File: config.mk
export PLATFORM = sky130hd
export DESIGN_NAME = msse_exec
export DESIGN_NICKNAME = d
export VERILOG_FILES = /design/src/pkg/msse_pkg.sv /design/src/design/msse_exec.sv /design/src/design/msse_skip_eval.sv /design/src/design/msse_subtractor.sv
export VERILOG_INCLUDE_DIRS = /design/src /design/src/pkg
export SDC_FILE = /design/constraint.sdc
export NUM_CORES = 1
export LEC_CHECK = 0
export BUFFER_PORTS_ARGS = -buffer_cell sky130_fd_sc_hd__buf_2
export CAP_MARGIN = 40
export CORE_MARGIN = 2
export CORE_UTILIZATION = 54
export DETAILED_ROUTE_END_ITERATION = 12
export PLACE_DENSITY = 0.8
export SKIP_LAST_GASP = 1
export SLEW_MARGIN = 20
export SYNTH_ARGS = -nofsm -noshare
export SYNTH_HDL_FRONTEND = slang
export SYNTH_SLANG_ARGS = --single-unit
File: constraint.sdc
create_clock -name clk -period 3.3 [get_ports clk]
set_input_delay 0.165 -clock clk [delete_from_list [all_inputs] [get_ports clk]]
set_output_delay 0.165 -clock clk [all_outputs]
set_load 0.02 [all_outputs]
File: src/pkg/msse_cfg.svh
// constants for the far-operand subtract, swap and skip executor
`ifndef MSSE_CFG_SVH
`define MSSE_CFG_SVH

`define MSSE_BYTE_W          8
`define MSSE_NIB_HI          7:4
`define MSSE_NIB_LO          3:0
`define MSSE_SIGN_BIT        7
`define MSSE_HALF_BIT        4
`define MSSE_ZERO_BYTE       8'h00
`define MSSE_WR_RESET        8'h00
`define MSSE_FLAGS_RESET     6'h00
`define MSSE_DUMMY_CYCLES    2'h1
`define MSSE_DUMMY_RESET     2'h0

`endif

File: src/pkg/msse_pkg.sv
// types and shared decode for the far-operand subtract, swap and skip executor
`include "msse_cfg.svh"

package msse_pkg;

    typedef enum logic [2:0] {
        op_idle                        = 3'h0,
        subtract_to_working_far        = 3'h1,
        subtract_to_memory_far         = 3'h2,
        nibble_exchange_in_place_far   = 3'h3,
        nibble_exchange_to_working_far = 3'h4,
        skip_on_nonzero_far            = 3'h5,
        skip_on_null_far               = 3'h6,
        move_and_skip_on_null_far      = 3'h7
    } msse_op_t;

    typedef enum logic [1:0] {
        st_run   = 2'b01,
        st_dummy = 2'b10
    } msse_state_t;

    typedef struct packed {
        logic signed_range_exceeded_flag;
        logic null_flag;
        logic half_borrow_flag;
        logic borrow_inverse_flag;
        logic signed_carry_flag;
        logic carry_and_null_flag;
    } msse_flags_t;

    typedef struct packed {
        msse_state_t              state;
        logic [`MSSE_BYTE_W-1:0]  working_register;
        msse_flags_t              flags;
        logic                     mem_we;
        logic [`MSSE_BYTE_W-1:0]  mem_wdata;
        logic                     skip_next;
        logic [1:0]               dummy_left;
    } msse_core_t;

    function automatic logic byte_is_zero(input logic [`MSSE_BYTE_W-1:0] b);
        byte_is_zero = (b == `MSSE_ZERO_BYTE);
    endfunction

endpackage

File: src/design/msse_exec.sv
// executor for far-operand subtract, nibble swap and conditional skip
//
// Summary of operation
// - skip_on_nonzero_far skips the next instruction when the byte is not zero.
// - every taken skip inserts one dummy cycle, so it lasts two cycles.
// - subtract_to_working_far puts working register minus byte in the register.
// - subtract_to_memory_far writes that difference back, register unchanged.
// - both subtracts clear borrow-inverse on negative, set it otherwise.
// - both subtracts update overflow, null, half, borrow, signed, chained flags.
// - nibble_exchange_in_place_far swaps byte nibbles and writes it back.
// - nibble_exchange_to_working_far loads the swapped byte into the register.
// - skip_on_null_far skips the next instruction when the byte is zero.
// - move_and_skip_on_null_far loads the byte and skips when it is zero.
`timescale 1ns/100ps
`include "msse_cfg.svh"

module msse_exec (
    input  wire logic                     clk,
    input  wire logic                     nrst,
    input  wire logic                     op_valid,
    input  msse_pkg::msse_op_t            op_code,
    input  wire logic [`MSSE_BYTE_W-1:0]  mem_rdata,
    input  wire logic                     wr_load,
    input  wire logic [`MSSE_BYTE_W-1:0]  wr_load_data,
    output logic                          ready,
    output logic      [`MSSE_BYTE_W-1:0]  working_register,
    output msse_pkg::msse_flags_t         flags,
    output logic                          mem_we,
    output logic      [`MSSE_BYTE_W-1:0]  mem_wdata,
    output logic                          skip_next,
    output logic                          dummy_cycle
);

    msse_pkg::msse_core_t       s;
    msse_pkg::msse_core_t       next_s;
    logic                       issue;
    logic                       take_skip;
    logic [`MSSE_BYTE_W-1:0]    difference;
    msse_pkg::msse_flags_t      sub_flags;
    logic [`MSSE_BYTE_W-1:0]    swapped;

    msse_subtractor u_sub (
        .minuend    (s.working_register),
        .subtrahend (mem_rdata),
        .difference (difference),
        .flags      (sub_flags)
    );

    msse_skip_eval u_skip (
        .op        (op_code),
        .operand   (mem_rdata),
        .take_skip (take_skip)
    );

    // no new instruction is taken while the dummy cycle runs
    assign ready       = (s.state == msse_pkg::st_run);
    assign issue       = op_valid && ready;
    assign swapped     = {mem_rdata[`MSSE_NIB_LO], mem_rdata[`MSSE_NIB_HI]};
    assign working_register = s.working_register;
    assign flags       = s.flags;
    assign mem_we      = s.mem_we;
    assign mem_wdata   = s.mem_wdata;
    assign skip_next   = s.skip_next;
    assign dummy_cycle = (s.state == msse_pkg::st_dummy);

    always_comb begin
        next_s = s;
        next_s.mem_we = 1'b0;
        next_s.skip_next = 1'b0;
        unique case (s.state)
            msse_pkg::st_run: begin
                if (issue) begin
                    case (op_code)
                        msse_pkg::op_idle: begin
                            next_s.mem_we = 1'b0;
                        end
                        msse_pkg::subtract_to_working_far: begin
                            next_s.working_register = difference;
                            next_s.flags = sub_flags;
                        end
                        msse_pkg::subtract_to_memory_far: begin
                            next_s.mem_we = 1'b1;
                            next_s.mem_wdata = difference;
                            next_s.flags = sub_flags;
                        end
                        msse_pkg::nibble_exchange_in_place_far: begin
                            next_s.mem_we = 1'b1;
                            next_s.mem_wdata = swapped;
                        end
                        msse_pkg::nibble_exchange_to_working_far: begin
                            next_s.working_register = swapped;
                        end
                        msse_pkg::skip_on_nonzero_far: begin
                            next_s.skip_next = take_skip;
                        end
                        msse_pkg::skip_on_null_far: begin
                            next_s.skip_next = take_skip;
                        end
                        msse_pkg::move_and_skip_on_null_far: begin
                            // loads the register but touches no flag
                            next_s.working_register = mem_rdata;
                            next_s.skip_next = take_skip;
                        end
                    endcase
                    if (take_skip) begin
                        next_s.state = msse_pkg::st_dummy;
                        next_s.dummy_left = `MSSE_DUMMY_CYCLES;
                    end
                end else if (wr_load) begin
                    // core loads only between instructions, so no conflict
                    next_s.working_register = wr_load_data;
                end
            end
            msse_pkg::st_dummy: begin
                if (s.dummy_left <= `MSSE_DUMMY_CYCLES
                        && s.dummy_left > `MSSE_DUMMY_RESET) begin
                    next_s.dummy_left = s.dummy_left - 2'h1;
                end
                if (s.dummy_left <= 2'h1) begin
                    next_s.state = msse_pkg::st_run;
                end
            end
            default: begin
                next_s.state = msse_pkg::st_run;
                next_s.dummy_left = `MSSE_DUMMY_RESET;
            end
        endcase
    end

    always_ff @(posedge clk or negedge nrst) begin
        if (!nrst) begin
            s.state            <= msse_pkg::st_run;
            s.working_register <= `MSSE_WR_RESET;
            s.flags            <= `MSSE_FLAGS_RESET;
            s.mem_we           <= 1'b0;
            s.mem_wdata        <= `MSSE_ZERO_BYTE;
            s.skip_next        <= 1'b0;
            s.dummy_left       <= `MSSE_DUMMY_RESET;
        end else begin
            s <= next_s;
        end
    end
endmodule

File: src/design/msse_skip_eval.sv
// decides whether a conditional-skip instruction skips its successor
`timescale 1ns/100ps
`include "msse_cfg.svh"

module msse_skip_eval (
    input  msse_pkg::msse_op_t          op,
    input  wire logic [`MSSE_BYTE_W-1:0] operand,
    output logic                         take_skip
);

    logic zero;

    always_comb begin
        zero = msse_pkg::byte_is_zero(operand);
        unique case (op)
            msse_pkg::skip_on_nonzero_far:       take_skip = ~zero;
            msse_pkg::skip_on_null_far:          take_skip = zero;
            msse_pkg::move_and_skip_on_null_far: take_skip = zero;
            default:                             take_skip = 1'b0;
        endcase
    end

endmodule

File: src/design/msse_subtractor.sv
// working register minus memory byte, with the six arithmetic flags
`timescale 1ns/100ps
`include "msse_cfg.svh"

module msse_subtractor (
    input  wire logic [`MSSE_BYTE_W-1:0] minuend,
    input  wire logic [`MSSE_BYTE_W-1:0] subtrahend,
    output logic      [`MSSE_BYTE_W-1:0] difference,
    output msse_pkg::msse_flags_t         flags
);

    logic [`MSSE_BYTE_W:0]  wide;
    logic [`MSSE_HALF_BIT:0] half;
    logic                    ov;
    logic                    zero;

    always_comb begin
        wide = {1'b0, minuend} - {1'b0, subtrahend};
        half = {1'b0, minuend[`MSSE_NIB_LO]} - {1'b0, subtrahend[`MSSE_NIB_LO]};
        difference = wide[`MSSE_BYTE_W-1:0];
        ov = (minuend[`MSSE_SIGN_BIT] ^ subtrahend[`MSSE_SIGN_BIT])
           & (minuend[`MSSE_SIGN_BIT] ^ difference[`MSSE_SIGN_BIT]);
        zero = msse_pkg::byte_is_zero(difference);
        flags.signed_range_exceeded_flag = ov;
        flags.null_flag                  = zero;
        flags.half_borrow_flag           = ~half[`MSSE_HALF_BIT];
        // borrow out of the top bit means a negative difference
        flags.borrow_inverse_flag        = ~wide[`MSSE_BYTE_W];
        // signed compare result: sign corrected by overflow
        flags.signed_carry_flag          = ov ^ difference[`MSSE_SIGN_BIT];
        // single-byte operation, so the chained zero equals the plain zero
        flags.carry_and_null_flag        = zero;
    end

endmodule

==> summary by stage <==
Run status
The run finished with clean final reports.

Floorplanning
Once the floorplan was initialized, standard cells occupied 57.17% of the core. The number of cell rows is 22. The top-level I/O count is 49. The core region is 3716 um^2.

The die height is 66.73 um. The floorplan die width is 66.73 um. The die covers 4452 um^2.

Clock network
In this run, CTS created clock tree buffers numbering 3. Clock-pin slew was measured on the worst setup and hold paths at 90 ps. Post-CTS repair changed the size of 0 cells. The maximum clock path buffer count is 2. The clock sink count is 27. The cts-stage hold buffer count is 1. In this run the post-CTS setup repair buffer count came out at 0.

Clock tree synthesis selected as its root buffer the cell sky130_fd_sc_hd__clkbuf_8. At the later pin of the worst-skew pair, clock insertion delay measures 270 ps. TritonCTS built the clock tree. The number of levels in the clock H-tree is 1.

Worst hold path
The type of the most critical hold path is in -> reg.

STA
The normalized max-slew margin is 52.27%. The number of max-slew violations in the final report was 0. The worst path needs 2666 ps of the cycle, external delays included. Adding up every negative setup slack in the final design gives 0 ps. The actual transition at the worst max-transition pin is 713.9 ps. For this run, the top clock speed supported by timing is 0.3751 GHz.

On the final layout, the worst clock skew is 1.928 ps. The final hold violation count is 0. After layout, the worst path uses 80.78% of the clock period. The hold slack is 159.7 ps. Setup repair after global routing left no endpoint under its margin. Setup violations remaining at the end of the flow were counted as 0.

Place
The congestion estimate from routability-driven global placement came to 0.9337. Summed over all nets, the half-perimeter wirelength after detailed placement is 3831 um. The placed instances occupy a cell area of 2221 um^2. Counting tap cells, the placed design contains a total of 317 instances. In this run the tool buffered the top-level ports with 48 buffer cells.

Synthesis
After Yosys synthesis, and, or, nand and nor cells account for 18.55% of the synthesized area. By area the synthesized netlist is led by sky130_fd_sc_hd__dfrtp_1 31%, sky130_fd_sc_hd__buf_4 8.5%, sky130_fd_sc_hd__ha_1 7.1%. Of the post-synthesis cell area, the part taken by muxes is 0.9423%. In this run the mean area of a mapped cell was 8.464 um^2.

The dominant combinational cell family by area after synthesis is compound AO/OA/AOI/OAI gates. The proportion of netlist area held by the largest area contributor is 30.62%. The count of unique library cells instantiated by Yosys is 54. After Yosys synthesis, XOR and XNOR cells account for 1.649% of the synthesized area. The cell with the most instances after synthesis is sky130_fd_sc_hd__dfrtp_1. The cell area after synthesis is 2125 um^2.

The most frequently used flop master after synthesis is sky130_fd_sc_hd__dfrtp_1. The synthesized design contains 0 enable-type register cells. The net count of the mapped netlist is 288. The part of the Yosys area used for sequential elements is 31.86%.

The commonest cells after synthesis are 26 x sky130_fd_sc_hd__dfrtp_1, 24 x sky130_fd_sc_hd__buf_4, 23 x sky130_fd_sc_hd__nand2_1, 22 x sky130_fd_sc_hd__nor2_1, 21 x sky130_fd_sc_hd__a21oi_1. During synthesis, Yosys emitted a total of 0 warnings. In this run, synthesis produced a sequential element count of 27.

The post-synthesis instance total is 251. The most area-hungry cell type in the Yosys netlist is sky130_fd_sc_hd__dfrtp_1. Of the total synthesized cell area, the portion taken by full adders, half adders and majority gates is 8.952%. Summing the areas of all compound-gate instances in the mapped netlist gives 24.91% of the synthesized area. In the synthesized netlist the async set-or-reset flop fraction comes to 100.0%.

Layout
The repair_antennas step left the layout with diodes totalling 0. Once layout is complete, the utilization of the core stands at 61.25%. After the flow finishes, the layout carries non-filler instances totaling 322.

The final layout net count is 312. The finished cells cover 2276 um^2. The count of filler cells inserted in the layout is 335.

In the final layout, the share of cells above drive strength 1 is 24.45%. Relative to the synthesized area, the layout overhead comes to 7.126%.

Global route
The number of global-route vias before repair is 1669. The wire length of the first global-routing pass is 8079 um. Global routing used 24.20% of the available tracks across all layers. The pin count of the biggest net entering global routing is 28.

The number of antenna violations at the first check in global routing was 0. Global routing finished with a remaining overflow of 0.

Detailed routing
The count of vias placed by the detailed router is 1861. In the final routed layout, each cell accounts on average for 15.19 um. After the first detailed-routing iteration, the DRC count stood at 153. The total length of routed wires is 4891 um.

The residual DRC count is 0. The via-per-instance ratio is 5.780. The first-pass detailed-route iteration total is 4. The count of antenna-violating nets left after detailed routing is 0.

Power
The worst-case IR drop observed on VDD is 0.0003918 V. In this run the static leakage power is 1.101 nW. Dividing total power by cell area gives a power density of 890.9 nW/um^2.

Setup path
The critical path's most frequent cell is sky130_fd_sc_hd__a21oi_1. Traced cell by cell, the critical path runs through ha_1 > o21ai_0 > a21oi_1 > o221ai_1 > nand2b_1 > a21oi_1 > fa_1 > nand4_1 > a2111oi_0 > a22o_1. The required time reported for the critical path endpoint is 3510 ps. The critical path is of the reg -> reg type. The count of buffering cells on the critical path with inverters included is 0.

The largest individual stage delay along the critical path comes from the cell sky130_fd_sc_hd__fa_1. Of all nets on the critical path, the largest fanout is 4. For the worst setup path, the data arrival time is 2880 ps. The cell class contributing the biggest share of worst-path delay is compound AO/OA/AOI/OAI gates. STA classifies the critical path endpoint as a register.

The sort of element at the start of the critical path is a register. The critical path's largest stage delay is 560 ps.

Run
The reported max-cap violation count is 0.
report_power, final:
group	switching [mW]	internal, mW	total (mW)
registers	0.0965	0.472	0.569
logic	0.780	0.491	1.27
clock network	0.102	0.0864	0.188
total	0.978	1.05	2.03
routing by layer:
metal | global-route usage [%] | routed length (um) | vias up
li1 | - | - | 919
met1 | 33.69 | 2268 | 867
met2 | 37.75 | 2224 | 69
met3 | 3.885 | 324 | 6
met4 | 8.929 | 73 | 0
met5 | 0 | 0 | -
tightest hold or removal path, delay by kind of cell:
kind / cells / cell delay [ps]
AO/OA/AOI/OAI: 2 / 150
buffers and inverters: 1 / 80
path summary, 6_finish.rpt:
| path | slack (ps) | depth (start not counted) | from | endpoint |
|---|---|---|---|---|
| max in group asynchronous | 2490 | 2 | nrst | s[0] |
| worst min-delay path | 160 | 3 | wr_load_data[1] | working_register[1] |
| worst min register to register | 480 | 2 | mem_wdata[5] | mem_wdata[5] |
| worst max register to register | 630 | 10 | working_register[3] | flags[0] |
| min in group asynchronous | 420 | 2 | nrst | working_register[3] |
| worst max-delay path | 630 | 10 | working_register[3] | flags[0] |
per-stage QoR:
stage	power (mW)	worst slack [ps]
6_report	2.028	634.3
5_1_grt	2.205	429.7
4_1_cts	2.028	663.0
3_5_place_dp	1.834	681.9
3_3_place_gp	1.809	768.4
2_1_floorplan	1.655	888.2
area by class of cell:
type	instances	area, um^2	area share (%)
clock buffer	4	45.04	1.979
sequential	27	676.9	29.74
multi-input combinational	175	1169	51.35
inverter	18	67.56	2.969
timing repair buffer	50	257.7	11.32
tap	48	60.06	2.639
flip-flops by register name, indices dropped and copies added, names as in the netlist:
name / flops
mem_wdata: 8
working_register: 8
s: 4
mem_we: 1
flags: 5
skip_next: 1
layout by cell type (no fill, tap or decap), types with 5 or more instances in the layout:
cell type / n
sky130_fd_sc_hd__o21ai_0: 8
sky130_fd_sc_hd__a21oi_1: 21
sky130_fd_sc_hd__nand2_1: 23
sky130_fd_sc_hd__o21ai_1: 9
sky130_fd_sc_hd__a31oi_1: 5
sky130_fd_sc_hd__buf_2: 48
sky130_fd_sc_hd__dfrtp_1: 26
sky130_fd_sc_hd__nand3_1: 6
sky130_fd_sc_hd__ha_1: 12
sky130_fd_sc_hd__o22ai_1: 8
sky130_fd_sc_hd__nor2_1: 22
sky130_fd_sc_hd__nand2b_1: 7
sky130_fd_sc_hd__inv_1: 18
cells by family after synthesis:
kind of cell | after synthesis
AND/OR/NAND/NOR | 78
adder cells (fa/ha/maj) | 14
AO/OA/AOI/OAI | 77
buffers and inverters | 49
flip-flops | 27
multiplexers | 2
XOR/XNOR | 4
(Power assumes the default switching activity.)
